File: src/core/ccr_defs.svh
`ifndef CCR_DEFS_SVH
`define CCR_DEFS_SVH

// ---------------------------------------------------------------
// register offsets (byte addresses on the apb bus)
// ---------------------------------------------------------------
`define CCR_OFS_PWRPLL 12'h000
`define CCR_OFS_STATUS 12'h004

// ---------------------------------------------------------------
// power and pll control register fields
// ---------------------------------------------------------------
`define CCR_MULT_LSB 0
`define CCR_MULT_W 7
`define CCR_DIV_LSB 8
`define CCR_DIV_W 2
`define CCR_PINSEL_BIT 12

// ---------------------------------------------------------------
// status register fields
// ---------------------------------------------------------------
`define CCR_ST_RUN_BIT 0
`define CCR_ST_LOCK_BIT 1
`define CCR_ST_RATIO_LSB 2
`define CCR_ST_PLLSEL_BIT 4
`define CCR_ST_COUNT_LSB 16

// ---------------------------------------------------------------
// reset values and multipliers chosen by the ratio pins
// ---------------------------------------------------------------
`define CCR_MULT_RATIO_3 7'h03
`define CCR_MULT_RATIO_16 7'h10
`define CCR_MULT_RATIO_8 7'h08
`define CCR_MULT_RESET 7'h03
`define CCR_DIV_RESET 2'h0
`define CCR_PINSEL_RESET 1'b0

// ---------------------------------------------------------------
// timing: pll lock wait in reference clock cycles
// ---------------------------------------------------------------
`define CCR_LOCK_REF_CYCLES 4096
`define CCR_LOCK_CNT_W 13

`endif

File: src/core/ccr_pkg.sv
package ccr_pkg;

  // start-up sequencer states, one-hot
  typedef enum logic [2:0] {
    CCR_ST_CAPTURE = 3'b001,
    CCR_ST_LOCK = 3'b010,
    CCR_ST_RUN = 3'b100
  } ccr_state_type;

  // encoding of the two ratio-select pins
  typedef enum logic [1:0] {
    CCR_RATIO_3 = 2'b00,
    CCR_RATIO_16 = 2'b01,
    CCR_RATIO_8 = 2'b10,
    CCR_RATIO_RSVD = 2'b11
  } ccr_ratio_type;

endpackage

File: src/core/ccr_lock_timer.sv
`timescale 1ns/1ps
`default_nettype none
`include "ccr_defs.svh"

module ccr_lock_timer #(
  parameter int CNT_W = `CCR_LOCK_CNT_W,
  parameter int LOCK_CYCLES = `CCR_LOCK_REF_CYCLES
) (
  input wire logic pclk,
  input wire logic presetn,
  input wire logic start,
  input wire logic ref_edge,
  output logic busy,
  output logic done,
  output logic [CNT_W-1:0] count
);

  localparam logic [CNT_W-1:0] LAST = CNT_W'(LOCK_CYCLES);

  logic [CNT_W-1:0] count_q;
  logic [CNT_W-1:0] count_d;
  logic busy_q;
  logic busy_d;

  // next count: restart on start, count reference edges while busy
  always_comb begin
    count_d = count_q;
    busy_d = busy_q;
    if (start) begin
      count_d = '0;
      busy_d = 1'b1;
    end else if (busy_q && ref_edge) begin
      count_d = count_q + CNT_W'(1);
      // stop at the last edge so the count stays readable
      if (count_d == LAST) begin
        busy_d = 1'b0;
      end
    end
  end

  // counter registers
  always_ff @(posedge pclk or negedge presetn) begin
    if (!presetn) begin
      count_q <= '0;
      busy_q <= 1'b0;
    end else begin
      count_q <= count_d;
      busy_q <= busy_d;
    end
  end

  assign busy = busy_q;
  assign done = (count_q == LAST);
  assign count = count_q;

endmodule // ccr_lock_timer

`default_nettype wire

File: src/core/ccr_top.sv
// Operation
// The core clock comes from the pll or straight from the reference clock as the ratio pins select.
// The ratio pins are sampled on leaving reset and fix the start-up core-to-reference ratio.
// Pin code 00 gives 3:1, 01 gives 16:1, 10 gives 8:1, and 11 is reserved.
// After the core leaves reset software may rewrite the pll multiplier and divider at any time.
// Bit 12 of the power and pll control register picks reset-out or pll clock on the shared pin, reset-out by default.
// In reset-out function the shared pin carries the internal core reset.
// After reset release the block waits 4096 reference cycles for lock, then the core starts at the reset vector.
// The reset source holds the active-low reset low at power-up, and reset returns all logic to a known state.
// The reference clock runs without stopping at a stable frequency no lower than the minimum.
// Core reset and the reset-out pin stay asserted through the lock wait and are released together.
//
// The APB slave port and the register addresses were left to the implementer.
`timescale 1ns/1ps
`default_nettype none
`include "ccr_defs.svh"

module ccr_top #(
  parameter int ADDR_W = 12,
  parameter int LOCK_CYCLES = `CCR_LOCK_REF_CYCLES,
  parameter logic [31:0] RESET_VECTOR = 32'h0000_0000
) (
  input wire logic pclk,
  input wire logic presetn,
  input wire logic psel,
  input wire logic penable,
  input wire logic pwrite,
  input wire logic [ADDR_W-1:0] paddr,
  input wire logic [31:0] pwdata,
  input wire logic [3:0] pstrb,
  output logic [31:0] prdata,
  output logic pready,
  output logic pslverr,
  input wire logic reference_clock_in,
  input wire logic [1:0] core_ratio_select_pins,
  input wire logic pll_clock_in,
  output logic core_reset_n,
  output logic core_clock_from_pll,
  output logic [`CCR_MULT_W-1:0] pll_multiplier,
  output logic [`CCR_DIV_W-1:0] pll_divider,
  output logic core_fetch_start,
  output logic [31:0] core_fetch_address,
  output logic reset_or_clock_out_pin
);

  // ---------------------------------------------------------------
  // helper functions
  // ---------------------------------------------------------------

  // multiplier implied by the ratio pins; reserved falls back to 3:1
  function automatic logic [`CCR_MULT_W-1:0] ratio_mult(
    input logic [1:0] code
  );
    case (code)
      ccr_pkg::CCR_RATIO_3: ratio_mult = `CCR_MULT_RATIO_3;
      ccr_pkg::CCR_RATIO_16: ratio_mult = `CCR_MULT_RATIO_16;
      ccr_pkg::CCR_RATIO_8: ratio_mult = `CCR_MULT_RATIO_8;
      default: ratio_mult = `CCR_MULT_RESET;
    endcase
  endfunction

  // merge write data into an old word under the byte strobes
  function automatic logic [31:0] strobe_merge(
    input logic [31:0] old_word,
    input logic [31:0] new_word,
    input logic [3:0] strb
  );
    logic [31:0] res;
    res = old_word;
    for (int i = 0; i < 4; i++) begin
      if (strb[i]) begin
        res[i*8 +: 8] = new_word[i*8 +: 8];
      end
    end
    strobe_merge = res;
  endfunction

  // ---------------------------------------------------------------
  // declarations
  // ---------------------------------------------------------------
  ccr_pkg::ccr_state_type state_q;
  ccr_pkg::ccr_state_type state_d;
  logic ref_prev_q;
  logic ref_edge;
  logic [1:0] ratio_q;
  logic [1:0] ratio_d;
  logic pll_sel_q;
  logic pll_sel_d;
  logic [`CCR_MULT_W-1:0] mult_q;
  logic [`CCR_MULT_W-1:0] mult_d;
  logic [`CCR_DIV_W-1:0] div_q;
  logic [`CCR_DIV_W-1:0] div_d;
  logic pinsel_q;
  logic pinsel_d;
  logic core_rst_n_q;
  logic core_rst_n_d;
  logic fetch_q;
  logic fetch_d;
  logic pin_q;
  logic pin_d;
  logic [31:0] rdata_q;
  logic [31:0] rdata_d;
  logic timer_start;
  logic timer_busy;
  logic timer_done;
  logic [`CCR_LOCK_CNT_W-1:0] timer_count;
  logic setup_phase;
  logic access_phase;
  logic hit_pwrpll;
  logic hit_status;
  logic wr_refused;
  logic [31:0] pwrpll_word;
  logic [31:0] status_word;
  logic [31:0] pwrpll_new;

  // ---------------------------------------------------------------
  // reference clock edge detect
  // ---------------------------------------------------------------

  // reference clock is taken as synchronous to pclk; relies on it
  // running steadily, a stopped reference would stall the lock wait
  // steady reference assumed
  always_ff @(posedge pclk or negedge presetn) begin
    if (!presetn) begin
      ref_prev_q <= 1'b0;
    end else begin
      ref_prev_q <= reference_clock_in;
    end
  end

  assign ref_edge = reference_clock_in && !ref_prev_q;

  // ---------------------------------------------------------------
  // lock wait counter
  // ---------------------------------------------------------------
  ccr_lock_timer #(
    .CNT_W(`CCR_LOCK_CNT_W),
    .LOCK_CYCLES(LOCK_CYCLES)
  ) u_lock_timer (
    .pclk(pclk),
    .presetn(presetn),
    .start(timer_start),
    .ref_edge(ref_edge),
    .busy(timer_busy),
    .done(timer_done),
    .count(timer_count)
  );

  // ---------------------------------------------------------------
  // apb decode
  // ---------------------------------------------------------------

  // zero wait states: every access completes in its access cycle
  assign setup_phase = psel && !penable;
  assign access_phase = psel && penable;
  assign hit_pwrpll = (paddr == `CCR_OFS_PWRPLL);
  assign hit_status = (paddr == `CCR_OFS_STATUS);

  // pll settings only move once the core runs; status is read-only
  // writes after core start
  assign wr_refused = pwrite && (hit_status ||
                      (hit_pwrpll && state_q != ccr_pkg::CCR_ST_RUN));

  assign pready = 1'b1;
  assign pslverr = access_phase && ((!hit_pwrpll && !hit_status) ||
                   wr_refused);
  assign prdata = rdata_q;

  // ---------------------------------------------------------------
  // register images
  // ---------------------------------------------------------------

  // power and pll control register as software sees it
  always_comb begin
    pwrpll_word = 32'h0000_0000;
    pwrpll_word[`CCR_MULT_LSB +: `CCR_MULT_W] = mult_q;
    pwrpll_word[`CCR_DIV_LSB +: `CCR_DIV_W] = div_q;
    pwrpll_word[`CCR_PINSEL_BIT] = pinsel_q;
  end

  // status shows sequencer state, captured pins and lock progress
  always_comb begin
    status_word = 32'h0000_0000;
    status_word[`CCR_ST_RUN_BIT] = (state_q == ccr_pkg::CCR_ST_RUN);
    status_word[`CCR_ST_LOCK_BIT] = timer_busy;
    status_word[`CCR_ST_RATIO_LSB +: 2] = ratio_q;
    status_word[`CCR_ST_PLLSEL_BIT] = pll_sel_q;
    status_word[`CCR_ST_COUNT_LSB +: `CCR_LOCK_CNT_W] = timer_count;
  end

  assign pwrpll_new = strobe_merge(pwrpll_word, pwdata, pstrb);

  // ---------------------------------------------------------------
  // start-up sequencer and control state
  // ---------------------------------------------------------------
  always_comb begin
    state_d = state_q;
    ratio_d = ratio_q;
    pll_sel_d = pll_sel_q;
    mult_d = mult_q;
    div_d = div_q;
    pinsel_d = pinsel_q;
    fetch_d = 1'b0;
    timer_start = 1'b0;
    case (state_q)
      ccr_pkg::CCR_ST_CAPTURE: begin
        // pins are caught by a clocked step just after release,
        // never loaded through the asynchronous reset
        // sample ratio pins
        ratio_d = core_ratio_select_pins;
        // decode pin ratio
        mult_d = ratio_mult(core_ratio_select_pins);
        // pll or bypass
        pll_sel_d = (core_ratio_select_pins != ccr_pkg::CCR_RATIO_RSVD);
        timer_start = 1'b1;
        state_d = ccr_pkg::CCR_ST_LOCK;
      end
      ccr_pkg::CCR_ST_LOCK: begin
        // wait for lock count
        if (timer_done) begin
          fetch_d = 1'b1;
          state_d = ccr_pkg::CCR_ST_RUN;
        end
      end
      ccr_pkg::CCR_ST_RUN: begin
        // reprogram multiplier and divider
        if (access_phase && pwrite && hit_pwrpll) begin
          mult_d = pwrpll_new[`CCR_MULT_LSB +: `CCR_MULT_W];
          div_d = pwrpll_new[`CCR_DIV_LSB +: `CCR_DIV_W];
          // shared pin function select
          pinsel_d = pwrpll_new[`CCR_PINSEL_BIT];
        end
      end
      default: begin
        state_d = ccr_pkg::CCR_ST_CAPTURE;
      end
    endcase
  end

  // core reset follows the sequencer; in reset-out function the shared pin
  // mirrors it in the same edge so the two can never drift apart
  always_comb begin
    // release with lock end
    core_rst_n_d = (state_d == ccr_pkg::CCR_ST_RUN);
    // pin carries core reset
    pin_d = pinsel_d ? pll_clock_in : core_rst_n_d;
  end

  // read data is fetched in the setup cycle, held for the access
  always_comb begin
    rdata_d = rdata_q;
    if (setup_phase && !pwrite) begin
      if (hit_pwrpll) begin
        rdata_d = pwrpll_word;
      end else if (hit_status) begin
        rdata_d = status_word;
      end else begin
        rdata_d = 32'h0000_0000;
      end
    end
  end

  // ---------------------------------------------------------------
  // state registers
  // ---------------------------------------------------------------

  // every register returns to a constant while reset is low
  // known state in reset
  always_ff @(posedge pclk or negedge presetn) begin
    if (!presetn) begin
      state_q <= ccr_pkg::CCR_ST_CAPTURE;
      ratio_q <= 2'h0;
      pll_sel_q <= 1'b0;
      mult_q <= `CCR_MULT_RESET;
      div_q <= `CCR_DIV_RESET;
      pinsel_q <= `CCR_PINSEL_RESET;
      core_rst_n_q <= 1'b0;
      fetch_q <= 1'b0;
      pin_q <= 1'b0;
      rdata_q <= 32'h0000_0000;
    end else begin
      state_q <= state_d;
      ratio_q <= ratio_d;
      pll_sel_q <= pll_sel_d;
      mult_q <= mult_d;
      div_q <= div_d;
      pinsel_q <= pinsel_d;
      core_rst_n_q <= core_rst_n_d;
      fetch_q <= fetch_d;
      pin_q <= pin_d;
      rdata_q <= rdata_d;
    end
  end

  // ---------------------------------------------------------------
  // outputs
  // ---------------------------------------------------------------

  // the pll clock on the pin is resampled by pclk, so it is only
  // faithful for pll rates well below half of pclk
  assign reset_or_clock_out_pin = pin_q;
  assign core_reset_n = core_rst_n_q;
  assign core_clock_from_pll = pll_sel_q;
  assign pll_multiplier = mult_q;
  assign pll_divider = div_q;
  assign core_fetch_start = fetch_q;
  assign core_fetch_address = RESET_VECTOR;

endmodule // ccr_top

`default_nettype wire

File: config.mk
export PLATFORM = sky130hd
export DESIGN_NAME = ccr_top
export DESIGN_NICKNAME = d
export VERILOG_FILES = /design/src/core/ccr_pkg.sv /design/src/core/ccr_lock_timer.sv /design/src/core/ccr_top.sv
export VERILOG_INCLUDE_DIRS = /design/src /design/src/core
export SDC_FILE = /design/constraint.sdc
export NUM_CORES = 1
export LEC_CHECK = 0
export BUFFER_PORTS_ARGS = -buffer_cell sky130_fd_sc_hd__buf_4
export CORE_ASPECT_RATIO = 1.2
export CORE_MARGIN = 4
export CORE_UTILIZATION = 40
export CTS_BUF_LIST = sky130_fd_sc_hd__clkbuf_8
export DETAILED_ROUTE_END_ITERATION = 8
export HOLD_SLACK_MARGIN = 0.03
export PLACE_DENSITY_LB_ADDON = 0.08
export SLEW_MARGIN = 20
export SYNTH_ARGS = -nofsm -noshare
export SYNTH_HDL_FRONTEND = slang
export SYNTH_HIERARCHICAL = 1
export SYNTH_SLANG_ARGS = --single-unit
File: constraint.sdc
create_clock -name pclk -period 2.6 [get_ports pclk]
set_input_delay 0.26 -clock pclk [delete_from_list [all_inputs] [get_ports pclk]]
set_output_delay 0.26 -clock pclk [all_outputs]
set_load 0.03 [all_outputs]
Yosys cells after proc, flatten, opt, wreduce, memory -nomap -nowiden
Cells that the tools add are included.

$add $sub $neg: 1. Equality and inequality tests: 13. Muxes and demuxes: 20. Reductions and logical operators: 25.

Operator list (number): two-way mux 29 bit (2); == test 13 bit, second input constant (2); two-way mux 13 bit (2); two-way mux 7 bit (2); one-hot mux 7 bit (2 select lines) (1); adder 13 x 1 -> 13 bit, second input constant (1); == test 12 x 3 -> 1 bit, second input constant (1); logical NOT 12 bit (1); logical AND 1 bit (11); one-hot mux 5 bit (2 select lines) (1); two-way mux 1 bit (9); one-hot mux 3 bit (3 select lines) (1); == test 3 bit, second input constant (2); AND reduction 3 bit (2); nonzero test 2 bit (3); logical NOT 1 bit (5); two-way mux 5 bit (1); inequality test 2 bit, second input constant (2); == test 3 x 1 -> 1 bit, second input constant (1); == test 3 x 2 -> 1 bit, second input constant (1); two-way mux 3 bit (1); inequality test 3 bit, second input constant (1); == test 2 x 1 -> 1 bit, second input constant (1); == test 2 bit, second input constant (1); 3 further kinds (4).

Bits in registers: 66. Bits of input ports: 57. Word-level logic and storage cells: 72.

Longest topological paths before layout
Depth after elaboration: 6. Depth in mapped cells: 8. Depth with buffers taken out: 8.

Cells and area by module
Netlist, hierarchy kept.

By module, submodules not included: ccr_top (instances 1, cells each 190, area each 2195.9 um2, seq. area each 1079.8 um2); ccr_lock_timer (instances 1, cells each 105, area each 895.9 um2, seq. area each 350.3 um2).

Worst setup path before layout
No wires, ideal clock.

Path type: reg-to-reg. Start: register u_lock_timer.count_q[1], in the netlist u_lock_timer/count[1]. End: register u_lock_timer.count_q[12], in the netlist u_lock_timer/count[12]. Library setup time: 0.077 ns. Arrival time: 1.739 ns. Path slack: 0.783 ns. Cell stages (with the launch flop): 6. Path buffers: 0. Clock period less this slack: 1.817 ns. Cells stage by stage: dfrtp_1 > ha_1 > nand4_1 > or3_1 > or3_1 > a21oi_1.

Cells in the longest elaborated chain, start to end: 3.

RTL lines: start: declaration (RTL line ccr_lock_timer.sv:20) `logic [CNT_W-1:0] count_q;`; start signal: assignment (RTL line ccr_lock_timer.sv:47) `count_q <= count_d;`; adder 13 x 1 -> 13 bit (RTL line ccr_lock_timer.sv:33) `count_d = count_q + CNT_W'(1);`; two-way mux 13 bit (RTL line ccr_lock_timer.sv:32) `end else if (busy_q && ref_edge) begin`; two-way mux 13 bit (RTL line ccr_lock_timer.sv:29) `if (start) begin`.

No other way between the ends. The select of a mux whose other input is x is not followed. A chain may end at the register's enable or synchronous reset.

Final worst setup path
Same ends and word-level chain as after synthesis.

==> metrics.cfg <==
[clock_network]
post-cts-setup-buffers = 0
numCtsBuffers = 9
cts_root_buf = clkbuf_8
postCtsHoldBufs = 1
cts_tree = yes
cts.htree.levels = 3
cts_resized = 0
cts_sinks = 57
insertion_delay_ns = 0.33
clockBufferDepth = 2
path_clk_slew_ns = 0.06

[power_and_ir_drop]
p_leak_nw = 1.84
totalPowerFinal_w = 0.00207
ir_drop_uv = 363
power-per-cell-area_nw_per_um2 = 561

[worst_hold_path]
worst_hold_startpoint = reference_clock_in
whs_path_depth = 1
min_to = ref_prev_q
holdCritPathClass = primary input to flop

[drt]
wirelength_um = 6740
met1_length_um = 2930
via_per_inst = 4.89
wl_met3_um = 435
firstDrtPassIters = 8
avgRoutedWirePerCell_um = 14.7
vias = 2251
highest_layer = met4
drtIter0Drc = 64
drtAntennaViolNets = 0
dr_wl_met2_um = 3260
drc = 0

[timing]
fin_crit_ns = 2.09
layout_worst_path_cycle_share = 0.805
rsz0062_at_grt = no
drv_slew = 0
relSlewSlack = 0.367
worstMarginPinSlew_ns = 0.948
setup_viol = 0
tns_ns = 0
fin_skew_ns = 0.00840
final-hold-violation-count = 0
fmax_mhz = 478

[yosys]
synth_top_family_by_area = simple AND/OR/NAND/NOR gates
synth-simple-area-share = 0.155
synth-seq-cells = 57
muxShareOfSynthArea = 0.0781
ys_seq_area_frac = 0.463
synth_ff_type = dfrtp_1
syn_area_per_cell_um2 = 10.5
synth_edf_count = 0
synth_xor_area_frac = 0.0340
yosys_warnings = 6
synth_fa_ha_area_frac = 0.0243
async_reset_ff_frac = 1.00
synth_compound_area_frac = 0.107
yosysUniqueCellTypes = 52
synth_cells = 295
synth.cell_area_um2 = 3090

[setup_path]
worstPathMaxFanout = 7
required_ns = 2.85
rr_worst_depth = 5
worst-endpoint-arrival_ns = 2.34
cp-end-kind = flop
rr_startpoint = u_lock_timer/count[1]
critPathLaunchType = flop
rr_endpoint = u_lock_timer/count[12]
r2r_setup_slack_ns = 0.51
critical_path_class = flop to flop

[die]
die_area_um2 = 9210
fp.dieH_um = 104
initial_core_util = 0.418
core_um2 = 7400
die_w_um = 88.3
rows = 34
ios = 136

[job]
cap_violations = 0

[placement]
globalplace.congestion = 0.777
dp.cells = 444
port_buffers = 69
dpl_cell_area_um2 = 3510
hpwl_um = 4830

[outcome]
status = finished, final reports clean

[final_layout]
drive_above_1_share = 0.308
final_nets = 429
multi_input_area_um2 = 1390
postLayoutCoreUtil = 0.498
area_growth_syn_to_layout_pct = 19.3
finalNonFillerCells = 460
finalInstanceArea_um2 = 3690
fillCellCount = 707
regArea_um2 = 1430
n_antenna_cell = 0

[global_route]
grt_pass1_vias = 2240
antenna_found_initial = 0
grt_usage = 0.155
grt_max_degree = 58
overflow = 0
grt_pass1_wl_um = 11100

-- cells in the mapped netlist (2+ instances only) --
| cell type | instances | area share |
|---|---|---|
| xnor2_1 | 8 | 0.023 |
| ha_1 | 6 | 0.024 |
| nand2_1 | 20 | 0.024 |
| a21oi_1 | 8 | 0.013 |
| dfstp_2 | 3 | 0.025 |
| clkbuf_1 | 5 | 0.0061 |
| nor3b_1 | 2 | 0.0049 |
| dfrtp_1 | 54 | 0.44 |
| buf_6 | 2 | 0.0073 |
| inv_1 | 10 | 0.012 |
| nand3_1 | 6 | 0.0097 |
| mux2_4 | 4 | 0.019 |
| nand2b_1 | 4 | 0.0081 |
| clkbuf_2 | 2 | 0.0032 |
| o21ai_0 | 7 | 0.011 |
| a22o_1 | 18 | 0.051 |
| buf_4 | 42 | 0.10 |
| nor4_2 | 2 | 0.0081 |
| nand4_1 | 4 | 0.0081 |
| or2_2 | 3 | 0.0061 |
| mux2i_1 | 8 | 0.026 |
| nor3_1 | 6 | 0.0097 |
| nor2_1 | 25 | 0.030 |
| xor2_1 | 4 | 0.011 |
| or3_1 | 6 | 0.012 |
| mux2_2 | 9 | 0.033 |
| conb_1 | 2 | 0.0024 |
-- critical path, cell delays in order (launching register included) --
cell and delay [ns]:
dfrtp_1 0.47, ha_1 0.30, nand4_1 0.30, or3_1 0.44, or3_1 0.35, a21oi_1 0.15
-- kinds of logic after synthesis --
| group | count (synthesis) |
|---|---|
| mux | 21 |
| other cells | 2 |
| fa+ha+maj | 6 |
| buf+inv | 63 |
| simple gates | 90 |
| flops | 57 |
| compound gates | 44 |
| xor+xnor | 12 |
-- worst max path at each step --
| stage | from | end | slack [ns] | cells after the start |
|---|---|---|---|---|
| finish | u_lock_timer/count[1] | u_lock_timer/count[12] | 0.51 | 5 |
| global route | u_lock_timer/count[1] | u_lock_timer/count[12] | 0.36 | 5 |
| CTS | u_lock_timer/count[1] | u_lock_timer/count[12] | 0.50 | 5 |
| detailed placement | u_lock_timer/count[1] | u_lock_timer/count[12] | 0.51 | 5 |
| global placement | u_lock_timer/count[1] | u_lock_timer/count[12] | 0.57 | 5 |
| floorplan | u_lock_timer/count[1] | u_lock_timer/count[12] | 0.78 | 5 |
-- layout by cell type (no fill, tap or decap), drive strengths merged, types with 11 or more instances in the layout --
cell type  Yosys  final
mux2          13     13
inv           10     13
conb           2     42
nand2         20     20
buf           45     72
dfrtp         54     54
a22o          18     18
clkbuf         8     11
nor2          26     26
-- stage by stage --
step	setup WS (ns)	hold WS [ns]
6_report	0.506	0.0512
4_1_cts	0.504	0.0337
3_5_place_dp	0.515	0.372
2_1_floorplan	0.783	-0.0356
3_3_place_gp	0.575	0.368
5_1_grt	0.361	0.0377
-- flip-flops by register name, indices dropped and copies added (netlist names) --
name	flops
pll_multiplier	7
u_lock_timer/busy	1
core_reset_n	1
core_clock_from_pll	1
pll_divider	2
core_fetch_start	1
state_q	3
ref_prev_q	1
reset_or_clock_out_pin	1
u_lock_timer/count	13
pinsel_q	1
prdata	23
ratio_q	2
-- report_power, final --
| part | switching [W] | internal [W] | total, W |
|---|---|---|---|
| clock | 0.000319 | 0.000380 | 0.000700 |
| combinational | 0.000217 | 0.000136 | 0.000353 |
| sequential | 0.0000813 | 0.000934 | 0.00101 |
| total | 0.000618 | 0.00145 | 0.00207 |
-- final cells by class --
class,instances,area share
Clock buffer,11,0.0411
Inverter,10,0.0102
Sequential cell,57,0.388
Tap cell,90,0.0305
Multi-Input combinational cell,215,0.377
Timing Repair Buffer,73,0.149
Clock inverter,4,0.00441
-- routing by layer --
metal / vias to the layer above / global-route usage
met5: - / 0
met4: 0 / 0.0680
met3: 8 / 0.0341
met2: 72 / 0.245
met1: 1093 / 0.199
li1: 1078 / -
Power figures use the tool's default switching activity.
